<file path="src/rmcfg_map.svh">
// Constants for the resource monitor configuration block: register
// indices, field positions, write masks and reset values.
// Assumes it is included by the package and by each design module.
// How it works
// Identity register reports how many monitor instances exist, read-only.
// Filter, control and count accesses go to the instance named by select.
// One 32-bit filter and one 32-bit control register per instance.
// Unused configuration fields read as zero and ignore writes.
// Filter bits 15:0 hold partition to match; bits 31:24 read zero.
// Filter bits 23:16 hold group to match when group matching enabled.
// Control bits 7:0 read constant 0x42 naming a bandwidth-usage monitor.
// Control bit 16 set counts only events with matching partition.
// Control bit 17 set counts only events with matching group.
// Control bits 23:20 extra_match_criteria unused here, read zero, ignore writes.
// Bit 24 clear wraps and keeps counting; set freezes post-overflow value.
// Bit 25 set raises interrupt on overflow; clear raises none.
// Bit 26 sticky overflow flag stays set until software writes zero.
// Bit 27 set zeroes the count when a capture occurs.
// Bits 30:28 select capture source; value 0 is external event one.
// Value 7 captures on local trigger write; unimplemented ones never do.
// Bit 31 enables monitor; disabled monitor collects nothing.
// Capture loads count with not-settled bit, then optionally clears count.
// Event counts only when every enabled match succeeds together.
`ifndef RMCFG_MAP_SVH
`define RMCFG_MAP_SVH

// ****************************************************************
// Sizes
// ****************************************************************
`define RMCFG_INSTANCE_COUNT      4
`define RMCFG_SEL_W        2
`define RMCFG_CNT_W        31
`define RMCFG_TYPE_BWU     8'h42

// ****************************************************************
// Register indices on the register port
// ****************************************************************
`define RMCFG_IDX_SELECT   3'h0
`define RMCFG_IDX_FILTER   3'h1
`define RMCFG_IDX_CONTROL  3'h2
`define RMCFG_IDX_COUNT    3'h3
`define RMCFG_IDX_CAPTURE  3'h4
`define RMCFG_IDX_TRIGGER  3'h5
`define RMCFG_IDX_IDENT    3'h6

// ****************************************************************
// Field positions and masks
// ****************************************************************
`define RMCFG_FLT_WMASK    32'h00FF_FFFF
`define RMCFG_CTL_WMASK    32'hFF03_0000
`define RMCFG_CTL_PART_EN  16
`define RMCFG_CTL_GROUP_EN 17
`define RMCFG_CTL_FREEZE   24
`define RMCFG_CTL_INTR     25
`define RMCFG_CTL_STICKY   26
`define RMCFG_CTL_CLEAR    27
`define RMCFG_CTL_TRIG_LSB 28
`define RMCFG_CTL_ENABLE   31
`define RMCFG_CNT_UNSET    31
`define RMCFG_TRIG_NOW     0
`define RMCFG_SRC_LOCAL    7
`define RMCFG_SRC_IMPL     8'h83
`define RMCFG_REG_RST      32'h0000_0000

`endif

</file>
<file path="src/rmcfg_pkg.sv">
// Types shared by the resource monitor configuration modules.
// Assumes rmcfg_map.svh is on the include path.
`include "rmcfg_map.svh"

package rmcfg_pkg;

    // ************************************************************
    // Carriers
    // ************************************************************
    typedef logic [`RMCFG_CNT_W-1:0] rmcfg_count_t;

    // One tagged memory-system request seen by the monitors
    typedef struct packed {
        logic        valid;
        logic [15:0] part;
        logic [7:0]  group;
        logic [7:0]  amount;
    } rmcfg_event_s;

    // Register port request
    typedef struct packed {
        logic        wr;
        logic        rd;
        logic [2:0]  idx;
        logic [31:0] wdata;
    } rmcfg_req_s;

    // Decoded configuration handed to one counter
    typedef struct packed {
        logic        enable;
        logic        part_en;
        logic        group_en;
        logic        freeze;
        logic        clear_after;
        logic [15:0] part;
        logic [7:0]  group;
    } rmcfg_cfg_s;

endpackage

</file>
<file path="src/rmcfg_counter.sv">
// One bandwidth-usage counter with capture register.
// Assumes capture_i is already gated by the source select and that
// the sticky overflow flag is kept by the instantiating module.
`timescale 1ns/1ps
`default_nettype none
`include "rmcfg_map.svh"

module rmcfg_counter
(
    // Clock and reset
    input  wire logic                  core_clk_i,
    input  wire logic                  reset_n_i,
    // Configuration and traffic
    input  wire rmcfg_pkg::rmcfg_cfg_s   cfg_i,
    input  wire rmcfg_pkg::rmcfg_event_s evt_i,
    input  wire logic                  sticky_i,
    input  wire logic                  capture_i,
    // Software access to the live count
    input  wire logic                  cnt_wr_i,
    input  wire logic [31:0]           cnt_wdata_i,
    output logic [31:0]                count_o,
    output logic [31:0]                snap_o,
    output logic                       wrap_o
);
    import rmcfg_pkg::*;

    rmcfg_count_t cnt_q, cnt_d, base;
    logic         unset_q, unset_d;
    logic [31:0]  snap_q, snap_d, sum;
    logic [7:0]   inc;
    logic         match, frozen, capt;

    // ************************************************************
    // Event acceptance and arithmetic
    // ************************************************************
    // Enabled matches must all hold at once
    assign match  = evt_i.valid & cfg_i.enable
                  & (~cfg_i.part_en | (evt_i.part == cfg_i.part))
                  & (~cfg_i.group_en | (evt_i.group == cfg_i.group))
                  ;
    // Frozen from the cycle after the wrap until the flag is cleared
    assign frozen = cfg_i.freeze & sticky_i;
    assign inc    = (match & ~frozen) ? evt_i.amount : 8'h00;
    assign capt   = capture_i & cfg_i.enable;
    assign base   = (capt & cfg_i.clear_after) ? '0 : cnt_q;
    assign sum    = {1'b0, base} + {24'h00_0000, inc};
    // Carry out of the count width is the overflow
    assign wrap_o = ~cnt_wr_i & sum[`RMCFG_CNT_W];

    // Next count, not-settled bit and capture value
    always_comb
    begin
        cnt_d   = cnt_q;
        unset_d = unset_q;
        snap_d  = snap_q;
        if (cnt_wr_i)
        begin
            // Software write wins over traffic in the same cycle
            cnt_d   = cnt_wdata_i[`RMCFG_CNT_W-1:0];
            unset_d = cnt_wdata_i[`RMCFG_CNT_UNSET];
        end
        else
        begin
            if (capt)
                snap_d = {unset_q, cnt_q};
            // Wrap keeps low bits; frozen value may be nonzero
            cnt_d = sum[`RMCFG_CNT_W-1:0];
        end
    end

    // State registers
    always_ff @(posedge core_clk_i or negedge reset_n_i)
    begin
        if (!reset_n_i)
        begin
            cnt_q   <= '0;
            unset_q <= 1'b0;
            snap_q  <= `RMCFG_REG_RST;
        end
        else
        begin
            cnt_q   <= cnt_d;
            unset_q <= unset_d;
            snap_q  <= snap_d;
        end
    end

    assign count_o = {unset_q, cnt_q};
    assign snap_o  = snap_q;

    // ************************************************************
    // Checks
    // ************************************************************
    property p_freeze_hold;
        @(posedge core_clk_i) disable iff (!reset_n_i)
        (frozen && !cnt_wr_i && !(capt && cfg_i.clear_after))
            |=> $stable(cnt_q);
    endproperty
    a_freeze_hold: assert property (p_freeze_hold)
        else $error("frozen counter moved");

    property p_disabled_idle;
        @(posedge core_clk_i) disable iff (!reset_n_i)
        (!cfg_i.enable && !cnt_wr_i) |=> $stable(cnt_q) && $stable(snap_q);
    endproperty
    a_disabled_idle: assert property (p_disabled_idle)
        else $error("disabled monitor collected data");

    property p_capture_load;
        @(posedge core_clk_i) disable iff (!reset_n_i)
        (capt && !cnt_wr_i) |=> (snap_q == $past(count_o));
    endproperty
    a_capture_load: assert property (p_capture_load)
        else $error("capture did not load current count");

    property p_clear_after;
        @(posedge core_clk_i) disable iff (!reset_n_i)
        (capt && cfg_i.clear_after && !cnt_wr_i && !evt_i.valid)
            |=> (cnt_q == '0);
    endproperty
    a_clear_after: assert property (p_clear_after)
        else $error("count not cleared after capture");

    property p_part_filter;
        @(posedge core_clk_i) disable iff (!reset_n_i)
        (cfg_i.part_en && evt_i.part != cfg_i.part && !cnt_wr_i && !capt)
            |=> $stable(cnt_q);
    endproperty
    a_part_filter: assert property (p_part_filter)
        else $error("foreign partition counted");

    property p_group_filter;
        @(posedge core_clk_i) disable iff (!reset_n_i)
        (cfg_i.group_en && evt_i.group != cfg_i.group && !cnt_wr_i && !capt)
            |=> $stable(cnt_q);
    endproperty
    a_group_filter: assert property (p_group_filter)
        else $error("foreign group counted");

endmodule
`default_nettype wire

</file>
<file path="src/rmcfg_top.sv">
// Resource monitor configuration bank with its bandwidth counters.
// Assumes register requests and traffic come from logic on core_clk_i,
// so no synchroniser is placed on them.
`timescale 1ns/1ps
`default_nettype none
`include "rmcfg_map.svh"

module rmcfg_top
(
    // Clock and reset
    input  wire logic                    core_clk_i,
    input  wire logic                    reset_n_i,
    // Register port
    input  wire rmcfg_pkg::rmcfg_req_s   req_i,
    output logic [31:0]                  reg_rdata_o,
    output logic                         reg_rvalid_o,
    // Monitored traffic and capture sources
    input  wire rmcfg_pkg::rmcfg_event_s evt_i,
    input  wire logic [1:0]              ext_capture_i,
    // Overflow interrupt
    output logic                         wrap_irq_o
);
    import rmcfg_pkg::*;

    localparam int NMON = `RMCFG_INSTANCE_COUNT;

    // ************************************************************
    // Helpers
    // ************************************************************
    // True when the chosen source is implemented and fires now
    function automatic logic capt_hit(input logic [2:0] src,
                                      input logic [1:0] ext,
                                      input logic       local_now);
        logic [7:0] fire;
        logic [7:0] impl;
        fire = {local_now, 5'h00, ext};
        // A literal cannot be indexed, so copy the source mask first
        impl = `RMCFG_SRC_IMPL;
        return impl[src] & fire[src];
    endfunction

    // Field extraction of a control word
    function automatic logic [2:0] trig_sel(input logic [31:0] ctl);
        return ctl[`RMCFG_CTL_TRIG_LSB +: 3];
    endfunction

    // ************************************************************
    // State
    // ************************************************************
    logic [15:0]             sel_q, sel_d;
    logic [31:0]             flt_q [NMON];
    logic [31:0]             flt_d [NMON];
    logic [31:0]             ctl_q [NMON];
    logic [31:0]             ctl_d [NMON];
    logic [31:0]             rdata_q, rdata_d;
    logic                    rvalid_q, rvalid_d;
    logic                    irq_q, irq_d;

    logic                    sel_ok;
    logic [`RMCFG_SEL_W-1:0] sel_idx;
    logic                    local_now;
    logic [NMON-1:0]         hit;
    logic [NMON-1:0]         cnt_wr;
    logic [NMON-1:0]         capt;
    logic [NMON-1:0]         wrap_w;
    logic [31:0]             count_w [NMON];
    logic [31:0]             snap_w [NMON];
    rmcfg_cfg_s              cfg_w [NMON];

    // ************************************************************
    // Decode
    // ************************************************************
    // Out of range selections reach no instance at all
    assign sel_ok    = (sel_q < 16'(NMON));
    assign sel_idx   = sel_q[`RMCFG_SEL_W-1:0];
    // Local trigger acts in the write cycle itself
    assign local_now = req_i.wr & (req_i.idx == `RMCFG_IDX_TRIGGER)
                     & req_i.wdata[`RMCFG_TRIG_NOW];

    // Per instance write hit, counter write and capture
    always_comb
    begin
        for (int i = 0; i < NMON; i++)
        begin
            hit[i]    = req_i.wr & sel_ok
                      & (sel_idx == `RMCFG_SEL_W'(i));
            cnt_wr[i] = hit[i] & (req_i.idx == `RMCFG_IDX_COUNT);
            capt[i]   = capt_hit(trig_sel(ctl_q[i]), ext_capture_i,
                                 local_now);
        end
    end

    // ************************************************************
    // Configuration registers
    // ************************************************************
    // Next values of select, filter and control words
    always_comb
    begin
        sel_d = sel_q;
        if (req_i.wr && req_i.idx == `RMCFG_IDX_SELECT)
            sel_d = req_i.wdata[15:0];
        for (int i = 0; i < NMON; i++)
        begin
            flt_d[i] = flt_q[i];
            ctl_d[i] = ctl_q[i];
            if (hit[i] && req_i.idx == `RMCFG_IDX_FILTER)
                flt_d[i] = req_i.wdata & `RMCFG_FLT_WMASK;
            if (hit[i] && req_i.idx == `RMCFG_IDX_CONTROL)
                ctl_d[i] = req_i.wdata & `RMCFG_CTL_WMASK;
            // An overflow in the clearing cycle still sets the flag
            ctl_d[i][`RMCFG_CTL_STICKY] = ctl_d[i][`RMCFG_CTL_STICKY]
                                        | wrap_w[i];
        end
    end

    // Register the configuration
    always_ff @(posedge core_clk_i or negedge reset_n_i)
    begin
        if (!reset_n_i)
        begin
            sel_q <= 16'h0000;
            for (int i = 0; i < NMON; i++)
            begin
                flt_q[i] <= `RMCFG_REG_RST;
                ctl_q[i] <= `RMCFG_REG_RST;
            end
        end
        else
        begin
            sel_q <= sel_d;
            for (int i = 0; i < NMON; i++)
            begin
                flt_q[i] <= flt_d[i];
                ctl_q[i] <= ctl_d[i];
            end
        end
    end

    // ************************************************************
    // Counters
    // ************************************************************
    // Each instance keeps its own count, so configuring one leaves
    // the collection in the others undisturbed
    for (genvar g = 0; g < NMON; g++)
    begin : g_mon
        assign cfg_w[g] = '{
            enable:      ctl_q[g][`RMCFG_CTL_ENABLE],
            part_en:     ctl_q[g][`RMCFG_CTL_PART_EN],
            group_en:    ctl_q[g][`RMCFG_CTL_GROUP_EN],
            freeze:      ctl_q[g][`RMCFG_CTL_FREEZE],
            clear_after: ctl_q[g][`RMCFG_CTL_CLEAR],
            part:        flt_q[g][15:0],
            group:       flt_q[g][23:16]
        };

        rmcfg_counter u_counter
        (
            .core_clk_i  (core_clk_i),
            .reset_n_i   (reset_n_i),
            .cfg_i       (cfg_w[g]),
            .evt_i       (evt_i),
            .sticky_i    (ctl_q[g][`RMCFG_CTL_STICKY]),
            .capture_i   (capt[g]),
            .cnt_wr_i    (cnt_wr[g]),
            .cnt_wdata_i (req_i.wdata),
            .count_o     (count_w[g]),
            .snap_o      (snap_w[g]),
            .wrap_o      (wrap_w[g])
        );
    end

    // ************************************************************
    // Read path and interrupt
    // ************************************************************
    // Read data one cycle after the request; unmapped reads give zero
    always_comb
    begin
        rdata_d  = 32'h0000_0000;
        rvalid_d = req_i.rd;
        irq_d    = 1'b0;
        if (req_i.rd)
        begin
            case (req_i.idx)
                `RMCFG_IDX_SELECT:
                    rdata_d = {16'h0000, sel_q};
                `RMCFG_IDX_FILTER:
                    rdata_d = sel_ok ? flt_q[sel_idx] : 32'h0000_0000;
                `RMCFG_IDX_CONTROL:
                    rdata_d = sel_ok ? (ctl_q[sel_idx]
                            | {24'h00_0000, `RMCFG_TYPE_BWU})
                            : 32'h0000_0000;
                `RMCFG_IDX_COUNT:
                    rdata_d = sel_ok ? count_w[sel_idx] : 32'h0000_0000;
                `RMCFG_IDX_CAPTURE:
                    rdata_d = sel_ok ? snap_w[sel_idx] : 32'h0000_0000;
                `RMCFG_IDX_IDENT:
                    rdata_d = 32'(NMON);
                default:
                    rdata_d = 32'h0000_0000;
            endcase
        end
        // Interrupt only from instances that asked for it
        for (int i = 0; i < NMON; i++)
            irq_d = irq_d | (wrap_w[i] & ctl_q[i][`RMCFG_CTL_INTR]);
    end

    // Register the answer and the interrupt pulse
    always_ff @(posedge core_clk_i or negedge reset_n_i)
    begin
        if (!reset_n_i)
        begin
            rdata_q  <= 32'h0000_0000;
            rvalid_q <= 1'b0;
            irq_q    <= 1'b0;
        end
        else
        begin
            rdata_q  <= rdata_d;
            rvalid_q <= rvalid_d;
            irq_q    <= irq_d;
        end
    end

    assign reg_rdata_o  = rdata_q;
    assign reg_rvalid_o = rvalid_q;
    assign wrap_irq_o   = irq_q;

    // ************************************************************
    // Checks
    // ************************************************************
    property p_type_const;
        @(posedge core_clk_i) disable iff (!reset_n_i)
        (req_i.rd && req_i.idx == `RMCFG_IDX_CONTROL && sel_ok)
            |=> (reg_rdata_o[7:0] == 8'h42) && reg_rvalid_o;
    endproperty
    a_type_const: assert property (p_type_const)
        else $error("control type field wrong");

    property p_flt_rsvd;
        @(posedge core_clk_i) disable iff (!reset_n_i)
        (req_i.rd && req_i.idx == `RMCFG_IDX_FILTER)
            |=> (reg_rdata_o[31:24] == 8'h00);
    endproperty
    a_flt_rsvd: assert property (p_flt_rsvd)
        else $error("filter reserved bits not zero");

    property p_extra_match_criteria_zero;
        @(posedge core_clk_i) disable iff (!reset_n_i)
        (req_i.rd && req_i.idx == `RMCFG_IDX_CONTROL)
            |=> (reg_rdata_o[23:20] == 4'h0) && (reg_rdata_o[15:8] == 8'h00);
    endproperty
    a_extra_match_criteria_zero: assert property (p_extra_match_criteria_zero)
        else $error("unused control field not zero");

    property p_ident;
        @(posedge core_clk_i) disable iff (!reset_n_i)
        (req_i.rd && req_i.idx == `RMCFG_IDX_IDENT)
            |=> (reg_rdata_o[15:0] == 16'h0004);
    endproperty
    a_ident: assert property (p_ident)
        else $error("instance count wrong");

    property p_sticky_set;
        @(posedge core_clk_i) disable iff (!reset_n_i)
        wrap_w[0] |=> ctl_q[0][`RMCFG_CTL_STICKY];
    endproperty
    a_sticky_set: assert property (p_sticky_set)
        else $error("overflow flag not set or lost");

    property p_irq_cause;
        @(posedge core_clk_i) disable iff (!reset_n_i)
        wrap_irq_o |-> $past(|(wrap_w & {ctl_q[3][`RMCFG_CTL_INTR],
            ctl_q[2][`RMCFG_CTL_INTR], ctl_q[1][`RMCFG_CTL_INTR],
            ctl_q[0][`RMCFG_CTL_INTR]}));
    endproperty
    a_irq_cause: assert property (p_irq_cause)
        else $error("interrupt without enabled overflow");

    property p_route;
        @(posedge core_clk_i) disable iff (!reset_n_i)
        (req_i.wr && req_i.idx == `RMCFG_IDX_FILTER && sel_ok
            && sel_idx != 2'd0) |=> $stable(flt_q[0]);
    endproperty
    a_route: assert property (p_route)
        else $error("write reached an unselected instance");

    property p_bad_src;
        @(posedge core_clk_i) disable iff (!reset_n_i)
        (trig_sel(ctl_q[0]) inside {3'd2, 3'd3, 3'd4, 3'd5, 3'd6})
            |-> !capt[0];
    endproperty
    a_bad_src: assert property (p_bad_src)
        else $error("unimplemented source captured");

endmodule
`default_nettype wire

</file>
<file path="config.mk">
export PLATFORM = sky130hd
export DESIGN_NAME = rmcfg_top
export DESIGN_NICKNAME = d
export VERILOG_FILES = /design/src/rmcfg_pkg.sv /design/src/rmcfg_counter.sv /design/src/rmcfg_top.sv
export VERILOG_INCLUDE_DIRS = /design/src
export SDC_FILE = /design/constraint.sdc
export NUM_CORES = 1
export LEC_CHECK = 0
export ABC_AREA = 1
export BUFFER_PORTS_ARGS = -buffer_cell sky130_fd_sc_hd__buf_4
export CAP_MARGIN = 10
export CORE_ASPECT_RATIO = 0.6
export CORE_MARGIN = 4
export CORE_UTILIZATION = 55
export CTS_CLUSTER_SIZE = 25
export DETAILED_ROUTE_END_ITERATION = 8
export PLACE_DENSITY = 0.75
export SKIP_LAST_GASP = 1
export SYNTH_ARGS = -nofsm -noshare
export SYNTH_HDL_FRONTEND = slang
export SYNTH_SLANG_ARGS = --single-unit
</file>
<file path="constraint.sdc">
create_clock -name core_clk_i -period 3.5 [get_ports core_clk_i]
set_input_delay 0.175 -clock core_clk_i [delete_from_list [all_inputs] [get_ports core_clk_i]]
set_output_delay 0.175 -clock core_clk_i [all_outputs]
set_load 0.03 [all_outputs]
</file>
==> results by group <==
Routing
  • Vias: 25209
  • Via density: 6.20
  • Final ANT Viol Nets: 0
  • DRC Markers: 0
  • Drt pass-1 iters: 6
  • Initial DRC Count: between 3000 and 4000
  • DRT Wirelength: 99.0 mm
  • Post-detailed-route wirelength per cell: 24.3 um

Job
  • Max Cap Viol: 0

Synth
  • Syn Area/Cell: 7.80 um^2
  • Synthesized cell area: 25200 um^2
  • #FFs+latches synth: 442
  • Post-synth EDFFs: 0
  • Leading area contributor after synthesis: dfrtp_1
  • Area contributors post-synth: dfrtp_1 44%, nand2_1 14%, o21ai_0 7.6%, inv_1 5.0%, nand3_1 3.8%
  • Post-Syn Instances: 3229
  • Post-synth cell types: 59
  • FFs w/ async S/R, synth: 100%
  • Syn nets: 3339
  • Post-synthesis xor/xnor area fraction: 3.51%
  • Post-Synth Adder-Cell Area: 1.91%
  • Simple-gate share of the synthesized area: 24.8%
  • Yosys top cell area share: 43.9%
  • Post-synth top flop: dfrtp_1
  • Yosys Warn Count: 0
  • Main combinational cell family by area after synthesis: simple AND/OR/NAND/NOR gates
  • Sequential area share after synthesis: 43.9%
  • Synth Area in Compound Gates: 16.1%
  • Mux cell area share after synthesis: under 10%

Pwr
  • Pwr Density: 435 nW/um^2
  • Pleak: 14.2 nW
  • Worst VDD drop: about 0.00032 V

Timing
  • Tcrit/Tclk final: 105%
  • Upper clock frequency limit: 271 MHz
  • Final worst setup slack: -0.188 ns
  • Skew final: 0.0266 ns
  • RSZ-0062 raised after global routing: true
  • Max_slew headroom: 35.7%
  • Fin crit period: around 3.7 ns
  • Hold Fails Final Rpt: 0
  • Worst Tran Pin Value: between 0.9 and 1 ns
  • Max Slew Vio Count: 0
  • Final setup vio count: 23

Global route
  • First-pass GRT wire length: approximately 150 mm
  • Met1 Track Usage GR: 57.4%
  • Overflow after GRT: 0
  • Vias in the first global route: 23638
  • Met3 global-route usage: a little under a fifth
  • Initial antenna violation count: 2
  • GR Util All Layers: 38.8%
  • Busiest metal layer after global routing: met1
  • GRT met2 Usage: 50.8%
  • Largest net degree at the start of global routing: 130

Layout
  • Final instance area: 30300 um^2
  • Most frequent cells in the layout: 865 x nand2_1, 442 x dfrtp_1, 362 x o21ai_0, 326 x inv_1, 264 x buf_4
  • Layout area overhead: 20.3%
  • Register area: 11100 um^2
  • Share of layout cells above drive strength 1: about a fifth
  • Final net count: 3555
  • Fill cell count: 3753
  • Leading cell type in the layout, fill and taps excluded: nand2_1
  • # diodes: 0
  • Multi-input logic area: 13100 um^2

Floorplanning
  • Area of the die: between 40000 and 50000 um^2
  • Initial core utilization: 55.9%
  • IO Pins: 108
  • Die X: 284 um
  • Core area: around 45000 um^2
  • Die Ht: approximately 170 um
  • Std cell rows: 60

Critical path
  • Crit path kind: flip-flop to flip-flop
  • RR Endpoint: g_mon[3].u_counter.cnt_q[18]
  • Worst Setup Start Kind: flip-flop
  • Reg2Reg Depth: 23
  • Crit path DAT: just over 4 ns
  • CP required: 3.92 ns
  • CP endpoint kind: flip-flop
  • CP Max Fanout: 8
  • R2R Setup Slk: -0.19 ns
  • Critical R2R Launch: cfg_w[12]

Hold path
  • HP Class: primary input to async pin

Placed design
  • Dpl ws: -0.347 ns
  • Detailed placement HPWL: 70.4 mm
  • GP Congestion: 0.983
  • Number of port buffers: 107
  • Dpl cell area: ~27000 um^2

Clock network
  • Htree depth: 2
  • Maximum root-to-sink buffer count: 3
  • CTS tree: yes
  • Clock root cell: clkbuf_16
  • Clk sinks: 442
  • Clk Latency, worst-skew pair: about 0.58 ns
  • CTS Buf Count: 44
  • Clk slew on worst S/H paths: roughly 0.060 ns

Run status
  • Status: finished with violations
  • Failing checks: negative setup slack
[power by group]
| part | internal [W] | leakage, nW | total [W] | switching [W] |
|---|---|---|---|---|
| Combinational | 0.000806 | 7.38 | 0.00237 | 0.00156 |
| Clock | 0.00286 | 0.742 | 0.00507 | 0.00221 |
| Sequential | 0.00543 | 6.08 | 0.00574 | 0.000313 |
| Total | 0.00909 | 14.2 | 0.0132 | 0.00409 |
[kinds of logic (layout without fill, tap and decap cells)]
kind of cell,count (synthesis),after routing
adder cells (fa/ha/maj),36,36
multiplexers,36,36
buffers and inverters,500,750
AO/OA/AOI/OAI,690,690
AND/OR/NAND/NOR,1424,1424
flip-flops,442,442
XOR/XNOR,101,101
[metal layers]
| metal | wire length, um | part of all wire (%) |
|---|---|---|
| met1 | 41500 | 42 |
| met2 | 38000 | 38 |
| met3 | 16700 | 17 |
| met4 | 2710 | 2.7 |
| met5 | 0 | 0 |
[layout make-up]
type	count	share of cell area [%]
flip-flops and latches	442	36.5
clock inverters	22	0.781
clock buffers	58	4.18
repair buffers	318	8.62
multi-input cells	2287	43.1
well taps	589	2.43
inverters	352	4.37
[worst max-delay path by stage]
stage	slack [ns]	from	cells after the start	endpoint
floorplan	0.31	req_i[34]	27	g_mon[2].u_counter.cnt_q[20]
global placement	-0.36	cfg_w[13]	22	g_mon[3].u_counter.cnt_q[24]
detailed placement	-0.35	cfg_w[13]	22	g_mon[3].u_counter.cnt_q[24]
CTS	-0.13	cfg_w[13]	23	g_mon[3].u_counter.cnt_q[24]
global route	-0.39	cfg_w[12]	25	wrap_irq_o
finish	-0.19	cfg_w[12]	23	g_mon[3].u_counter.cnt_q[18]
[metrics by stage]
stage                     hold slack (ns)  TNS, ns  util [%]  total power [W]  instances
after CTS                          0.0462   -0.804      64.8           0.0129       4030
after floorplan                    -0.121        0         -          0.00688       3229
final                              0.0522    -1.81      67.2           0.0132       4068
after global routing               0.0569   -10.28      67.2           0.0136       4068
after global placement             0.0515    -6.38      60.1          0.00786       3908
after detailed placement           0.0536    -9.56      60.1          0.00791       3908
[Yosys cell counts (15+ instances only)]
| cell type | instances |
|---|---|
| nand2_1 | 906 |
| dfrtp_1 | 442 |
| o21ai_0 | 380 |
| inv_1 | 337 |
| nand3_1 | 189 |
| nor2_1 | 162 |
| a22oi_1 | 109 |
| clkbuf_1 | 85 |
| xor2_1 | 52 |
| xnor2_1 | 49 |
| o22ai_1 | 46 |
| a21oi_1 | 41 |
| buf_2 | 40 |
| mux2_2 | 34 |
| o21ai_1 | 33 |
| ha_1 | 32 |
| nand4_1 | 25 |
| nor2_2 | 23 |
| a221oi_1 | 21 |
| nand2_2 | 20 |
| o221ai_1 | 16 |
| nor3_1 | 15 |
| or2_2 | 15 |
[what timing repair did]
item                       4_1_cts  5_1_grt
setup endpoints to repair       76       89
hold endpoints to repair       525        0
cloned                           0        0
hold buffers                    31        0
setup buffers                   11       42
pin swaps                       24      113
gates resized for setup         53      203
[registers in the layout, indices dropped and copies added, names as in the netlist]
name and cells:
wrap_irq_o 1, reg_rvalid_o 1, ctl_q 20, cfg_w 116, g_mon.u_counter.cnt_q 124, g_mon.u_counter.unset_q 4
sel_q 16, reg_rdata_o 32, g_mon.u_counter.snap_o 128
[critical path, cell delays in order, from the launching register on]
cell,delay (ns)
dfrtp_1,0.41
inv_2,0.08
nor2_2,0.04
nor3_2,0.23
nand4_1,0.15
nor3_2,0.20
nand2_1,0.12
nand2_1,0.10
nand4_1,0.21
buf_12,0.24
nor2_4,0.10
ha_4,0.16
fa_2,0.22
nand3_2,0.07
nand2_2,0.10
nand2_2,0.08
nand2b_4,0.08
nand4_1,0.18
nor2_4,0.23
nand2_4,0.13
nor2_4,0.12
nand3_1,0.09
nand3_1,0.09
o21ai_1,0.08
Power figures use the tool's default switching activity.
